--- config.mk ---
export PLATFORM = sky130hd
export DESIGN_NAME = spips_core
export DESIGN_NICKNAME = d
export VERILOG_FILES = /design/src/rtl/spips_pkg.sv /design/src/rtl/spips_core.sv
export SDC_FILE = /design/constraint.sdc
export NUM_CORES = 1
export LEC_CHECK = 0
export BUFFER_PORTS_ARGS = -buffer_cell sky130_fd_sc_hd__buf_2
export CAP_MARGIN = 25
export CORE_MARGIN = 2
export CORE_UTILIZATION = 25
export DETAILED_ROUTE_END_ITERATION = 12
export SYNTH_ARGS = -nofsm -noshare
export SYNTH_HDL_FRONTEND = slang
export SYNTH_SLANG_ARGS = --single-unit
--- constraint.sdc ---
create_clock -name core_clk -period 4.8 [get_ports core_clk]
set_input_delay 0 -clock core_clk [delete_from_list [all_inputs] [get_ports core_clk]]
set_output_delay 0 -clock core_clk [all_outputs]
set_load 0.02 [all_outputs]
--- src/rtl/spips_pkg.sv ---
// package: register map, field positions and reset values for the spi prescaler and status block
package spips_pkg;
    localparam logic [7:0] SERIAL_CLOCK_DIVIDER_ADDR = 8'hD2;
    localparam logic [7:0] SERIAL_PORT_STATUS_ADDR   = 8'hD3;
    localparam logic [7:0] DIVIDER_RESET             = 8'h04;
    localparam logic [7:0] STATUS_RESET              = 8'h02;
    localparam logic [7:0] DIVIDER_WRITE_MASK        = 8'hFC;
    // status bit positions
    localparam int BUSY_BIT  = 4;
    localparam int TEND_BIT  = 3;
    localparam int ROVR_BIT  = 2;
    localparam int TEMPT_BIT = 1;
    localparam int RFULL_BIT = 0;
    // divider bit positions
    localparam int DIVIDE_BY_ONE_TWENTY_EIGHT_BIT = 7;
    localparam int DIVIDE_BY_FOUR_BIT   = 2;
    // enable-bit positions in the irq enable input
    localparam int TEND_IE_BIT  = 3;
    localparam int ROVR_IE_BIT  = 2;
    localparam int TEMPT_IE_BIT = 1;
    localparam int RFULL_IE_BIT = 0;

    // events from the shift engine
    typedef struct packed {
        logic busy;          // transfer in progress (level)
        logic tx_end;        // transmission end (pulse)
        logic rx_overrun;    // receive overrun (pulse)
        logic tx_loaded;     // byte moved from transmit buffer to shifter (pulse)
        logic rx_filled;     // received byte written to receive buffer (pulse)
    } spips_event_t;

    // special-function-register bus access
    typedef struct packed {
        logic       wr;
        logic       rd;
        logic [7:0] addr;
        logic [7:0] wdata;
    } spips_sfr_t;
endpackage : spips_pkg

--- src/rtl/spips_core.sv ---
// spi prescaler: divider register with one select bit per ratio, serial clock tick and status flags
`timescale 1ns/1ps
module spips_core #(
    parameter int DIV_W = 7                          // width of the prescale counter
) (
    input  wire logic                  core_clk,     // oscillator clock, 125 MHz
    input  wire logic                  rstn,         // synchronous reset, active low
    input  wire spips_pkg::spips_sfr_t sfr,          // register bus request
    input  wire logic                  tdb_wr,       // software writes transmit data buffer
    input  wire logic                  rdb_rd,       // software reads receive data buffer
    input  wire spips_pkg::spips_event_t evt,        // shift engine events
    input  wire logic [3:0]            irq_enable,   // enables: tend, ovr, tempt, rfull
    output logic [7:0]                 rdata,        // register read data
    output logic                       sclk_tick,    // one pulse per serial half period
    output logic                       irq           // combined interrupt request
);
    logic [7:0]       div_q;
    logic [4:0]       stat_q;
    logic [7:0]       rdata_q;
    logic             tick_q;
    logic             irq_q;
    logic [DIV_W-1:0] cnt_q;
    logic [DIV_W-1:0] limit;
    logic             stat_rd;
    logic             div_wr;
    logic [7:0]       gap_q;
    logic             div_moved_q;
    logic [7:0]       half_div;

    assign stat_rd = sfr.rd && (sfr.addr == spips_pkg::SERIAL_PORT_STATUS_ADDR);
    assign div_wr  = sfr.wr && (sfr.addr == spips_pkg::SERIAL_CLOCK_DIVIDER_ADDR);

    // divider register, only bits 7..2 are writable
    always_ff @(posedge core_clk) begin
        if (!rstn) begin
            div_q <= spips_pkg::DIVIDER_RESET;
        end else if (div_wr) begin
            div_q <= sfr.wdata & spips_pkg::DIVIDER_WRITE_MASK;
        end
    end

    // bits 1..0 are not divider bits and never hold a one
    a_div_unused: assert property (@(posedge core_clk) disable iff (!rstn)
        div_q[1:0] == 2'b00) else $error("unused divider bits set");
    a_div_write: assert property (@(posedge core_clk) disable iff (!rstn)
        div_wr |=> div_q == ($past(sfr.wdata) & spips_pkg::DIVIDER_WRITE_MASK))
        else $error("divider write lost");

    // terminal count: half the divisor minus one, largest selected wins
    always_comb begin
        limit = '0;
        for (int i = spips_pkg::DIVIDE_BY_FOUR_BIT; i <= spips_pkg::DIVIDE_BY_ONE_TWENTY_EIGHT_BIT; i++) begin
            if (div_q[i]) begin
                limit = DIV_W'((1 << (i - 1)) - 1);
            end
        end
    end

    // prescale counter; with no divider bit set the serial clock stops
    always_ff @(posedge core_clk) begin
        if (!rstn) begin
            cnt_q  <= '0;
            tick_q <= 1'b0;
        end else if (div_q == 8'h00) begin
            cnt_q  <= '0;
            tick_q <= 1'b0;
        end else if (cnt_q >= limit) begin
            cnt_q  <= '0;
            tick_q <= 1'b1;
        end else begin
            cnt_q  <= cnt_q + DIV_W'(1);
            tick_q <= 1'b0;
        end
    end

    // rate check helper: cycles since the last tick, and whether the divider
    // was written meanwhile, since a retuned prescaler owes one odd gap
    always_ff @(posedge core_clk) begin
        if (!rstn) begin
            gap_q       <= 8'h00;
            div_moved_q <= 1'b1;
        end else if (tick_q) begin
            gap_q       <= 8'h01;
            div_moved_q <= div_wr;
        end else begin
            gap_q       <= gap_q + 8'h01;
            div_moved_q <= div_moved_q | div_wr;
        end
    end

    // expected half period of one selected divider bit; zero when the setting
    // is not one-hot, as the rate is then only our own choice
    always_comb begin
        half_div = 8'h00;
        for (int i = spips_pkg::DIVIDE_BY_FOUR_BIT; i <= spips_pkg::DIVIDE_BY_ONE_TWENTY_EIGHT_BIT; i++) begin
            if (div_q == 8'(1 << i)) begin
                half_div = 8'(1 << (i - 1));
            end
        end
    end

    a_tick_period: assert property (@(posedge core_clk) disable iff (!rstn)
        tick_q && !div_moved_q && half_div != 8'h00 |-> gap_q == half_div)
        else $error("serial tick period wrong");
    a_tick_pulse: assert property (@(posedge core_clk) disable iff (!rstn)
        tick_q |=> !tick_q) else $error("serial tick longer than one cycle");

    // status flags: a hardware set always beats a software clear
    always_ff @(posedge core_clk) begin
        if (!rstn) begin
            stat_q <= spips_pkg::STATUS_RESET[4:0];
        end else begin
            stat_q[spips_pkg::BUSY_BIT] <= evt.busy;
            if (evt.tx_end) begin
                stat_q[spips_pkg::TEND_BIT] <= 1'b1;
            end else if (stat_rd) begin
                stat_q[spips_pkg::TEND_BIT] <= 1'b0;
            end
            if (evt.rx_overrun) begin
                stat_q[spips_pkg::ROVR_BIT] <= 1'b1;
            end else if (stat_rd) begin
                stat_q[spips_pkg::ROVR_BIT] <= 1'b0;
            end
            if (evt.tx_loaded) begin
                stat_q[spips_pkg::TEMPT_BIT] <= 1'b1;
            end else if (tdb_wr) begin
                stat_q[spips_pkg::TEMPT_BIT] <= 1'b0;
            end
            if (evt.rx_filled) begin
                stat_q[spips_pkg::RFULL_BIT] <= 1'b1;
            end else if (rdb_rd) begin
                stat_q[spips_pkg::RFULL_BIT] <= 1'b0;
            end
        end
    end

    // a flag with neither its set nor its clear pending keeps its value
    a_tend_hold: assert property (@(posedge core_clk) disable iff (!rstn)
        !evt.tx_end && !stat_rd |=> $stable(stat_q[spips_pkg::TEND_BIT]))
        else $error("tend flag moved unprompted");
    a_rfull_hold: assert property (@(posedge core_clk) disable iff (!rstn)
        !evt.rx_filled && !rdb_rd |=> $stable(stat_q[spips_pkg::RFULL_BIT]))
        else $error("rfull flag moved unprompted");

    // read data registered; unmapped addresses and reserved bits read zero
    always_ff @(posedge core_clk) begin
        if (!rstn) begin
            rdata_q <= 8'h00;
        end else if (sfr.rd && sfr.addr == spips_pkg::SERIAL_CLOCK_DIVIDER_ADDR) begin
            rdata_q <= div_q;
        end else if (stat_rd) begin
            rdata_q <= {3'h0, stat_q};
        end else begin
            rdata_q <= 8'h00;
        end
    end

    a_stat_read: assert property (@(posedge core_clk) disable iff (!rstn)
        stat_rd |=> rdata_q == {3'h0, $past(stat_q)}) else $error("status read data wrong");

    // interrupt request from enabled source flags
    always_ff @(posedge core_clk) begin
        if (!rstn) begin
            irq_q <= 1'b0;
        end else begin
            irq_q <= |(stat_q[3:0] & irq_enable);
        end
    end

    a_irq_raise: assert property (@(posedge core_clk) disable iff (!rstn)
        (stat_q[3:0] & irq_enable) != 4'h0 |=> irq_q) else $error("irq not raised");

    assign rdata     = rdata_q;
    assign sclk_tick = tick_q;
    assign irq       = irq_q;

    // checks
    a_div_reset: assert property (@(posedge core_clk) !rstn |=> div_q == 8'h04)
        else $error("divider reset value wrong");
    a_stat_reset: assert property (@(posedge core_clk) !rstn |=> stat_q == 5'h02)
        else $error("status reset value wrong");
    a_busy_follow: assert property (@(posedge core_clk) disable iff (!rstn)
        1'b1 |=> stat_q[4] == $past(evt.busy)) else $error("busy not tracking");
    a_tend_set: assert property (@(posedge core_clk) disable iff (!rstn)
        evt.tx_end |=> stat_q[3]) else $error("tend flag not set");
    a_stat_rdclr: assert property (@(posedge core_clk) disable iff (!rstn)
        stat_rd && !evt.tx_end && !evt.rx_overrun |=> !stat_q[3] && !stat_q[2])
        else $error("status read did not clear");
    a_ovr_set: assert property (@(posedge core_clk) disable iff (!rstn)
        evt.rx_overrun |=> stat_q[2]) else $error("overrun flag not set");
    a_tempt_clr: assert property (@(posedge core_clk) disable iff (!rstn)
        tdb_wr && !evt.tx_loaded |=> !stat_q[1]) else $error("tempty not cleared");
    a_tempt_set: assert property (@(posedge core_clk) disable iff (!rstn)
        evt.tx_loaded |=> stat_q[1]) else $error("tempty not set");
    a_rfull_clr: assert property (@(posedge core_clk) disable iff (!rstn)
        rdb_rd && !evt.rx_filled |=> !stat_q[0]) else $error("rfull not cleared");
    a_rfull_set: assert property (@(posedge core_clk) disable iff (!rstn)
        evt.rx_filled |=> stat_q[0]) else $error("rfull not set");
    a_irq_gate: assert property (@(posedge core_clk) disable iff (!rstn)
        (stat_q[3:0] & irq_enable) == 4'h0 |=> !irq_q) else $error("irq not gated");
    a_divide_by_four_rate: assert property (@(posedge core_clk) disable iff (!rstn)
        div_q == 8'h04 && tick_q && $stable(div_q) && !div_wr |=> !tick_q ##1 tick_q)
        else $error("divide by four rate wrong");

    c_tick: cover property (@(posedge core_clk) disable iff (!rstn) tick_q);
    c_irq: cover property (@(posedge core_clk) disable iff (!rstn) irq_q);
    c_set_clr: cover property (@(posedge core_clk) disable iff (!rstn) evt.tx_end && stat_rd);
    c_busy_end: cover property (@(posedge core_clk) disable iff (!rstn)
        $fell(stat_q[spips_pkg::BUSY_BIT]) && stat_q[spips_pkg::TEND_BIT]);
    c_divide_by_one_twenty_eight: cover property (@(posedge core_clk) disable iff (!rstn) div_q[7] && tick_q);
endmodule : spips_core

# Word level (Yosys, flattened, before mapping)
# Cells that the tools add are included.
dict set report word_totals {
  ff_bits 28
  inputBits 31
  out_inout_bits 10
  elab_cells 44
}
dict set report classes {
  add_sub_neg 1
  n_lt_le_gt_ge 1
  n_eq_ne 2
  n_mux 14
  bitwise 3
  n_reduce_logical 12
}
# operator n
set op_table {}
lappend op_table {{7-bit 2-to-1 mux} 5}
lappend op_table {{8-bit == test, second input constant} 2}
lappend op_table {{8-bit zero test} 1}
lappend op_table {{8-bit 2-to-1 mux} 1}
lappend op_table {{7-bit by 1-bit adder with 7-bit output, second input constant} 1}
lappend op_table {{7-bit greater-or-equal comparator} 1}
lappend op_table {{1-bit 2-to-1 mux} 7}
lappend op_table {{2-bit nonzero test} 3}
lappend op_table {{3-bit OR reduction} 2}
lappend op_table {{5-bit 2-to-1 mux} 1}
lappend op_table {{4-bit bitwise AND} 1}
lappend op_table {{2-bit OR reduction} 2}
lappend op_table {{4-bit OR reduction} 1}
lappend op_table {{1-bit logical AND} 3}
lappend op_table {{1-bit NOT} 2}

# Depth between registers and ports, before layout
# Gate-level depths: netlist of the first run.
dict set report logic_depth {
  ltp_word 8
  mapped_depth 7
  mapped_depth_nobuf 7
}

# Worst setup path before layout of the first run
# No wires, ideal clock.
dict set report synth_timing {
  kind {register to register}
  startpoint {reg div_q[4]}
  endpoint {reg tick_q, in the netlist sclk_tick}
  setup_time_ps 115
  arrival_time_ps 2014
  required_ps 4685
  slack_ps 2671
  stages_incl_launch_ff 8
  path_buffers 0
  period_less_slack_ps 2129
  path_cell_list {dfxtp_1 or4_1 or3_1 ha_1 nand2b_1 a31oi_1 o21ai_0 and2_1}
}
dict set report synth_via {
  elab_chain_len 6
  elab_cells_between_ends 8
  classes_between {1 x order compare; 5 x mux; 2 x reduce/logical}
}
# element line
set synth_lines {}
lappend synth_lines {{start, declared} spips_core.sv:17} ;# logic [7:0] div_q;
lappend synth_lines {{start signal, assigned} spips_core.sv:36} ;# div_q <= spips_pkg::DIVIDER_RESET;
lappend synth_lines {{start signal, assigned} spips_core.sv:38} ;# div_q <= sfr.wdata & spips_pkg::DIVIDER_WRITE_MASK;
lappend synth_lines {{7-bit 2-to-1 mux (4 in series)} spips_core.sv:53} ;# if (div_q[i]) begin
lappend synth_lines {{7-bit greater-or-equal comparator} spips_core.sv:67} ;# end else if (cnt_q >= limit) begin
lappend synth_lines {{1-bit 2-to-1 mux} spips_core.sv:67}
lappend synth_lines {{end signal, assigned} spips_core.sv:66} ;# tick_q <= 1'b0;
lappend synth_lines {{end signal, assigned} spips_core.sv:69} ;# tick_q <= 1'b1;
lappend synth_lines {{end signal, assigned} spips_core.sv:72} ;# tick_q <= 1'b0;
lappend synth_lines {{end, declared} spips_core.sv:20} ;# logic tick_q;
# Parallel ways exist; a longest one is shown, timed or not.
# A chain may end at the register's enable or synchronous reset.

# Worst setup path after layout of the first run
dict set report layout_timing {
  startpoint {reg div_q[5]}
  endpoint {reg cnt_q[6]}
}
dict set report layout_via {
  elab_chain_len 5
  elab_cells_between_ends 6
  classes_between {1 x order compare; 3 x mux; 2 x reduce/logical}
}
# element line
set layout_lines {}
lappend layout_lines {{7-bit 2-to-1 mux (3 in series)} spips_core.sv:53}
lappend layout_lines {{7-bit greater-or-equal comparator} spips_core.sv:67}
lappend layout_lines {{3-bit OR reduction (no source line) (*)} -}
lappend layout_lines {{end signal, assigned} spips_core.sv:71} ;# cnt_q <= cnt_q + DIV_W'(1);
lappend layout_lines {{end, declared} spips_core.sv:22} ;# logic [DIV_W-1:0] cnt_q;
# Every way passes the cells marked *; elsewhere a longest branch is shown, timed or not.

==> results of run 1 <==
area by class of cell:
type | instances | area (sq um)
Tap cell | 52 | 65.1
Clock inverter | 1 | 30.0
Inverter | 8 | 30.0
Clock buffer | 3 | 41.3
Multi-Input combinational cell | 77 | 573
Timing Repair Buffer | 51 | 320
Sequential cell | 28 | 561
Fill cell | 449 | 2820
stage by stage:
stage | utilization | instance area, sq um | setup WS [ns] | power, uW | hold WS (ns)
5_1_grt | 0.365 | 1620 | 2.23 | 578 | 0.0136
3_5_place_dp | 0.319 | 1420 | 2.46 | 353 | 0.203
6_report | 0.365 | 1620 | 2.48 | 538 | 0.00984
2_1_floorplan | - | 1170 | 2.67 | 324 | 0.106
4_1_cts | 0.365 | 1620 | 2.44 | 548 | 0.000541
3_3_place_gp | 0.319 | 1420 | 2.49 | 351 | 0.207
layer usage:
| layer | track usage | part of all wire | up-vias |
|---|---|---|---|
| li1 | - | - | 503 |
| met3 | 0.0292 | 0.057 | 2 |
| met2 | 0.182 | 0.49 | 28 |
| met5 | 0 | 0 | - |
| met1 | 0.105 | 0.45 | 408 |
| met4 | 0.0185 | 0.0053 | 0 |
Yosys cell counts, types with 3 or more instances:
cell type	number	share of area
sky130_fd_sc_hd__dfxtp_1	28	0.48
sky130_fd_sc_hd__xnor2_1	3	0.022
sky130_fd_sc_hd__nor2b_1	6	0.032
sky130_fd_sc_hd__a22o_1	3	0.022
sky130_fd_sc_hd__mux2i_1	6	0.051
sky130_fd_sc_hd__and2_1	7	0.037
sky130_fd_sc_hd__o21ai_0	3	0.013
sky130_fd_sc_hd__ha_1	7	0.075
sky130_fd_sc_hd__nand3_1	3	0.013
sky130_fd_sc_hd__a31oi_1	3	0.016
sky130_fd_sc_hd__nor2_1	10	0.032
sky130_fd_sc_hd__inv_1	8	0.026
cell families after synthesis:
| family | Yosys count | share of synthesized area |
|---|---|---|
| muxes | 6 | 0.0512 |
| adders and majority gates | 7 | 0.0746 |
| and+or+nand+nor | 41 | 0.211 |
| AOI/OAI and AO/OA | 18 | 0.114 |
| DFF | 28 | 0.478 |
| xor gates and xnor gates | 5 | 0.0373 |
| buffers and inverters | 9 | 0.0341 |
final timing paths:
path	from	endpoint	slack, ns	depth (start not counted)
worst max-delay path	div_q[5]	cnt_q[6]	2.48	7
worst min-delay path	tdb_wr	stat_q[1]	0.01	3
worst max register to register	div_q[5]	cnt_q[6]	2.48	7
worst min register to register	stat_q[4]	rdata[4]	0.46	1
critical path: stages, from the launching register on:
cell                       delay, ns
sky130_fd_sc_hd__dfxtp_1        0.34
sky130_fd_sc_hd__or4_1          0.58
sky130_fd_sc_hd__or3_1          0.35
sky130_fd_sc_hd__ha_1           0.27
sky130_fd_sc_hd__nand2b_1       0.14
sky130_fd_sc_hd__a31oi_1        0.23
sky130_fd_sc_hd__o211ai_2       0.21
sky130_fd_sc_hd__nor2_1         0.15
power by group through the flow:
| stage | clock (uW) | combinational (uW) | sequential [uW] |
|---|---|---|---|
| after global placement | 0 | 88.4 | 263 |
| after CTS | 191 | 98.9 | 258 |
| final | 184 | 97.0 | 258 |
| after floorplan | 0 | 56.7 | 267 |
| after detailed placement | 0 | 90.0 | 263 |
| after global routing | 202 | 116 | 261 |
flip-flops by register name (all words and copies together), names as in the netlist:
signal / count
cnt_q: 7
div_q: 6
irq: 1
rdata: 8
sclk_tick: 1
stat_q: 5
repair_timing:
item | CTS | global route
setup buffers | 0 | 0
hold buffers | 13 | 0
hold endpoints to repair | 11 | 0
setup endpoints to repair | 0 | 0
==> results.md, run 1 <==
* DR iter-0 viols at 21
* Result of the run: complete, no violations
* Htree depth at 1
* Mean number of vias per cell at 4.28
* Clock latency on the worst-skew pair at 0.27 ns
* Highest clock frequency the design can meet at 0.432 GHz
* CTS tree: built
* Vias in the first global route at 960
* Kind of capture point of the worst setup path: register
* Max-capacitance violation count at 0
* Syn Inst Count at 114
* VDD IR-drop max at 114 uV
* Share of the clock period used by the worst path after layout at 0.483
* Seq pwr share at 0.479
* Number of buffers created by CTS at 3
* Vias at 941
* Ports placed on the boundary at 41
* Post-synth net total at 152
* Maximum number of buffers from clock root to sink at 2
* Ratio of cells with drive above 1 in the final layout at 0.268
* Worst-path fanout max at 7
* WL final at 2270 um
* Die Area at 0.00526 sq mm
* Number of clock sinks seen by CTS at 28
* Power density normalized to cell area at 332 mW/mm^2
* Count of TritonRoute iterations in the first routing pass at 4
* Cell-internal power at 409 uW
* Relative slew slack at 0.611
* Combinational share of power at 0.180
* Slew of the pin with the lowest slew margin at 0.579 ns
* Portion of the post-synthesis area used by sequential elements at 0.478
* Worst endpoint data arrival time at 2.53 ns
* Clock transition at the registers of the reported paths at 0.09 ns
* Final TNS setup at 0 ns
* Global-route wire length before repair at 4020 um
* Launching element type of the critical path: register
* Cts repair resizes at 0
* Final weighted congestion in routability-driven placement at 0.678
* Avg Cell Area, Syn at 10.3 sq um
* Antenna violations before repair at 0
* Number of warnings reported in the yosys synthesis log at 0
* Routed wirelength normalized by instance count at 10.3 um
* Setup-failing EPs final at 0
* Maximum clock skew at final layout at 0.00397 ns
* Root Buffer Master: sky130_fd_sc_hd__clkbuf_8
* Fin. Hold Viols at 0
* Port buffer count at 38
* Data required, critical path at 5.01 ns
* Width of the die at 72.5 um
* Setup repair after global routing missed its margin: false
* Remaining global-route overflow at 0
* Final Critical Period at 2.32 ns
* Synthesis-to-layout area growth at 38.1%
* Most frequent standard cell in the layout excluding fill and tap cells: sky130_fd_sc_hd__buf_2
* Leakage dissipation at 0.000728 uW
* Num rows at 24
* Vert. Die Dim at 72.5 um
* Top flip-flop cell by instance count after synthesis: sky130_fd_sc_hd__dfxtp_1
* Number of placed cells counting well taps at 203
* Number of inserted diodes at 0
* Classification of the worst setup path: register to register
* Syn Std Cell Area at 0.00117 sq mm
* Portion of total power attributed to the clock network at 0.341
* # DRC at 0
* Count of cell types in the netlist at 32
* Total of flip-flops plus latches after synthesis at 28
* Type of the worst min-delay path: primary input to register
* Sw power at 129 uW
* Starting utilization of the core area at 0.264
* Antenna viol nets, final at 0
* Number of enable flip-flop cells after synthesis at 0
* Core region area at 0.00444 sq mm
* Largest net degree at the start of global routing at 17
* Switching fraction of total power at 0.239
* Final-stage net count at 207
* HPWL after DPL at 1710 um
* Total count of max-transition violations in the final report at 0
* Final std cells w/o fill at 220
* Highest-count cells in the layout ignoring fill and taps: sky130_fd_sc_hd__buf_2, sky130_fd_sc_hd__dfxtp_1, sky130_fd_sc_hd__dlygate4sd3_1
* GRT Total Usage at 0.0959
* Async set-or-reset flop fraction in the synthesized netlist at 0
Note: power is estimated with default switching activity, not from simulation.
==> inputs of run 2 (changes only) <==
clock period = 1.9 ns   (was 4.8 ns; I/O delays follow)
==> results.md, run 2 (same netlist as run 1, synthesis figures left out) <==
* Fin. Hold Viols at 0
* Classification of the worst setup path: register to register
* Num rows at 24
* Number of clock sinks seen by CTS at 28
* Kind of cell with the highest combined delay on the critical path: simple AND/OR/NAND/NOR gates
* Mean number of vias per cell at 4.39
* Final-stage net count at 213
* Worst-path fanout max at 7
* Largest net degree at the start of global routing at 17
* Antenna violations before repair at 0
* Highest cell delay on the worst timing path at 0.53 ns
* Vias in the first global route at 930
* Cell-internal power at 1100 uW
* Cell type of the slowest stage on the worst timing path: sky130_fd_sc_hd__or4_4
* Maximum number of buffers from clock root to sink at 2
* Relative slew slack at 0.614
* Slew of the pin with the lowest slew margin at 0.575 ns
* Result of the run: finished, violations left
* Share of the clock period used by the worst path after layout at 1.14
* Kind of capture point of the worst setup path: register
* Synthesis-to-layout area growth at 44.6%
* Starting utilization of the core area at 0.264
* VDD IR-drop max at 290 uV
* Sw power at 361 uW
* Failing checks: negative setup slack
* DR iter-0 viols at 21
* Least setup slack across all paths after layout at -0.268 ns
* Data required, critical path at 2.12 ns
* Launching element type of the critical path: register
* HPWL after DPL at 1760 um
* Vert. Die Dim at 72.5 um
* Clock latency on the worst-skew pair at 0.27 ns
* GRT Total Usage at 0.0932
* Max-capacitance violation count at 0
* Vias at 993
* Htree depth at 1
* Total count of max-transition violations in the final report at 0
* Fin util at 0.382
* Remaining global-route overflow at 0
* Ports placed on the boundary at 41
* Highest clock frequency the design can meet at 0.461 GHz
* Hold slack final at 0.00451 ns
* Clock transition at the registers of the reported paths at 0.09 ns
* Type of the worst min-delay path: primary input to register
* Antenna viol nets, final at 0
* Worst endpoint data arrival time at 2.39 ns
* Power density normalized to cell area at 859 mW/mm^2
* Total power at 1460 uW
* Final weighted congestion in routability-driven placement at 0.711
* Number of inserted diodes at 0
* Core region area at 0.00444 sq mm
* Switching fraction of total power at 0.248
* Routed wirelength normalized by instance count at 10.5 um
* Highest-count cells in the layout ignoring fill and taps: sky130_fd_sc_hd__buf_2, sky130_fd_sc_hd__dfxtp_1, sky130_fd_sc_hd__dlygate4sd3_1
* Leakage dissipation at 0.000766 uW
* CTS tree: built
* Worst path bufs/invs at 1
* Setup-failing EPs final at 8
* Combinational share of power at 0.239
* Root Buffer Master: sky130_fd_sc_hd__clkbuf_8
* Count of TritonRoute iterations in the first routing pass at 4
* Port buffer count at 38
* Setup repair after global routing missed its margin: true
* Number of buffers created by CTS at 3
* # DRC at 0
* Ratio of cells with drive above 1 in the final layout at 0.328
* Crit path cell chain: or4_4 > or3_1 > ha_1 > nand2b_4 > a31oi_4 > o211ai_2 > buf_6 > nor2_2
* Post-place setup slack at -0.261 ns
* Final Critical Period at 2.17 ns
* Die Area at 0.00526 sq mm
* Seq pwr share at 0.447
* Global-route wire length before repair at 3860 um
* Width of the die at 72.5 um
* Final std cells w/o fill at 226
* Maximum clock skew at final layout at 0.00326 ns
* Most frequent standard cell in the layout excluding fill and tap cells: sky130_fd_sc_hd__buf_2
* Number of flip-flops under the largest register name at 8
* Portion of total power attributed to the clock network at 0.314
* Number of placed cells counting well taps at 209
* WL final at 2370 um
## run 2: worst paths after layout
check        startpoint       end  slack, ns  cells past startpoint
max reg2reg    div_q[4]  cnt_q[2]      -0.27                      8
max            div_q[4]  cnt_q[2]      -0.27                      8
min reg2reg   stat_q[4]  rdata[4]       0.46                      1
min              sfr[5]  div_q[5]      0.005                      3
## run 2: tightest hold or removal path: cells and delay by family
family        cells  cell delay [ns]
mux               1             0.06
buf+inv           1             0.08
simple gates      1             0.11
## run 2: area by class of cell
class / count / area (sq um)
tap: 52 / 65.1
timing repair buffer: 57 / 367
clock buffer: 3 / 41.3
fill: 439 / 2750
multi-input combinational: 77 / 602
inverter: 8 / 30.0
clock inverter: 1 / 30.0
sequential: 28 / 562
## run 2: repair_timing
action	4_1_cts	5_1_grt
pin swaps	4	0
endpoints found under the hold margin	9	1
setup endpoints to repair	8	8
hold buffers	11	1
gates resized for setup	5	1
setup buffers	1	0
cloned	0	0
## run 2: per-stage QoR
stage	setup TNS, ns	cell area [sq um]
floorplan	-1.17	1180
CTS	-2.00	1680
finish	-2.05	1700
global placement	-1.61	1470
global route	-2.74	1700
detailed placement	-1.93	1470
## run 2: power groups by stage
stage               Combinational [uW]  Clock, uW  Sequential (uW)
floorplan                          142          0              675
global placement                   224          0              665
detailed placement                 227          0              665
CTS                                343        473              651
global route                       386        502              655
finish                             348        458              651
## run 2: per-layer routing
| metal | GRT usage | vias to the layer above | share of wire |
|---|---|---|---|
| li1 | - | 514 | - |
| met1 | 0.0959 | 449 | 0.42 |
| met2 | 0.178 | 26 | 0.50 |
| met3 | 0.0319 | 4 | 0.061 |
| met4 | 0.0247 | 0 | 0.011 |
| met5 | 0 | - | 0 |
==> inputs of run 3 (changes only) <==
CELL_PAD_IN_SITES_DETAIL_PLACEMENT = 1   (was unset)
CELL_PAD_IN_SITES_GLOBAL_PLACEMENT = 2   (was unset)
CTS_CLUSTER_DIAMETER = 30   (was unset)
PLACE_DENSITY_LB_ADDON = 0.1   (was unset)
==> results.md, run 3 (same netlist as run 1, synthesis figures left out) <==
* Number of placed cells counting well taps at 208
* Number of buffers created by CTS at 3
* Number of clock sinks seen by CTS at 28
* Antenna viol nets, final at 0
* Hold slack final at 0.00742 ns
* Width of the die at 72.5 um
* Antenna violations before repair at 0
* Root Buffer Master: sky130_fd_sc_hd__clkbuf_8
* Maximum number of buffers from clock root to sink at 2
* Kind of capture point of the worst setup path: register
* GRT Total Usage at 0.125
* Slew of the pin with the lowest slew margin at 0.620 ns
* Number of inserted diodes at 0
* DR iter-0 viols at 15
* Vias at 994
* Setup-failing EPs final at 8
* Vert. Die Dim at 72.5 um
* Leakage dissipation at 0.000753 uW
* Vias in the first global route at 1053
* Total count of max-transition violations in the final report at 0
* Maximum clock skew at final layout at 0.00605 ns
* HPWL after DPL at 2270 um
* Result of the run: finished, violations left
* Worst endpoint data arrival time at 2.32 ns
* Ratio of cells with drive above 1 in the final layout at 0.314
* Final Critical Period at 2.14 ns
* Highest clock frequency the design can meet at 0.466 GHz
* Largest net degree at the start of global routing at 17
* VDD IR-drop max at 340 uV
* Worst-path fanout max at 2
* Type of the worst min-delay path: primary input to register
* Remaining global-route overflow at 0
* Launching element type of the critical path: register
* Synthesis-to-layout area growth at 43.5%
* Starting utilization of the core area at 0.264
* Share of the clock period used by the worst path after layout at 1.13
* Count of TritonRoute iterations in the first routing pass at 4
* Mean number of vias per cell at 4.44
* Htree depth at 1
* Relative slew slack at 0.583
* Core region area at 0.00444 sq mm
* WL final at 3010 um
* Least setup slack across all paths after layout at -0.245 ns
* # DRC at 0
* Power density normalized to cell area at 870 mW/mm^2
* Most frequent standard cell in the layout excluding fill and tap cells: sky130_fd_sc_hd__buf_2
* Clock latency on the worst-skew pair at 0.28 ns
* Final std cell area, no fill at 0.00168 sq mm
* Die Area at 0.00526 sq mm
* Setup repair after global routing missed its margin: true
* Ports placed on the boundary at 41
* Final-stage net count at 211
* Failing checks: negative setup slack
* Clock transition at the registers of the reported paths at 0.10 ns
* Max-capacitance violation count at 0
* Num rows at 24
* Data required, critical path at 2.08 ns
* Final std cells w/o fill at 224
* CTS tree: built
* Classification of the worst setup path: register to register
* Highest-count cells in the layout ignoring fill and taps: sky130_fd_sc_hd__buf_2, sky130_fd_sc_hd__dfxtp_1, sky130_fd_sc_hd__dlygate4sd3_1
* Port buffer count at 38
* Number of flip-flops under the largest register name at 8
* Global-route wire length before repair at 5040 um
* Final weighted congestion in routability-driven placement at 0.696
* Fin. Hold Viols at 0
* Routed wirelength normalized by instance count at 13.4 um
* Placed Area at 0.00146 sq mm
## run 3: report_power, final
part	switching [uW]	internal (uW)	total (uW)
clock	188	282	470
combinational	165	174	339
sequential	29.9	626	656
## run 3: worst max-delay path: stages (launching register included)
cell and delay (ns):
sky130_fd_sc_hd__dfxtp_2 0.33, sky130_fd_sc_hd__or4_4 0.52, sky130_fd_sc_hd__or3_1 0.32, sky130_fd_sc_hd__ha_1 0.28, sky130_fd_sc_hd__nand2b_4 0.15, sky130_fd_sc_hd__a31oi_4 0.17
sky130_fd_sc_hd__o21ai_1 0.09, sky130_fd_sc_hd__and2_1 0.17
## run 3: metrics by stage
step / utilization / setup slack (ns) / power [uW] / setup TNS, ns
final: 0.379 / -0.245 / 1470 / -1.87
after global routing: 0.379 / -0.334 / 1560 / -2.59
after CTS: 0.379 / -0.287 / 1490 / -2.10
after detailed placement: 0.329 / -0.336 / 907 / -2.35
after global placement: 0.329 / -0.221 / 891 / -1.71
after floorplan: - / -0.147 / 818 / -1.17
## run 3: final timing paths
kind	depth (start not counted)	slack (ns)	to	startpoint
max	7	-0.24	sclk_tick	div_q[4]
min reg2reg	1	0.46	rdata[4]	stat_q[4]
min	3	0.007	div_q[7]	sfr[7]
max reg2reg	7	-0.24	sclk_tick	div_q[4]
## run 3: area by class of cell
type / instances / area (sq um)
clock inverter: 1 / 30.0
inverter: 8 / 30.0
tap: 52 / 65.1
clock buffer: 3 / 41.3
timing repair buffer: 55 / 348
sequential: 28 / 562
multi-input combinational: 77 / 608
fill: 529 / 2760
## run 3: routing by layer
| layer | wire length (um) | track usage | vias up |
|---|---|---|---|
| li1 | - | - | 510 |
| met1 | 1390 | 0.162 | 452 |
| met2 | 1430 | 0.209 | 27 |
| met3 | 141 | 0.0208 | 5 |
| met4 | 46 | 0.0432 | 0 |
| met5 | 0 | 0 | - |
## run 3: repair_timing
item	in CTS	in global routing
pin swaps	1	5
buffers inserted	0	0
endpoints found under the hold margin	9	0
resized for setup	4	1
hold buffers	12	0
endpoints found under the setup margin	8	8
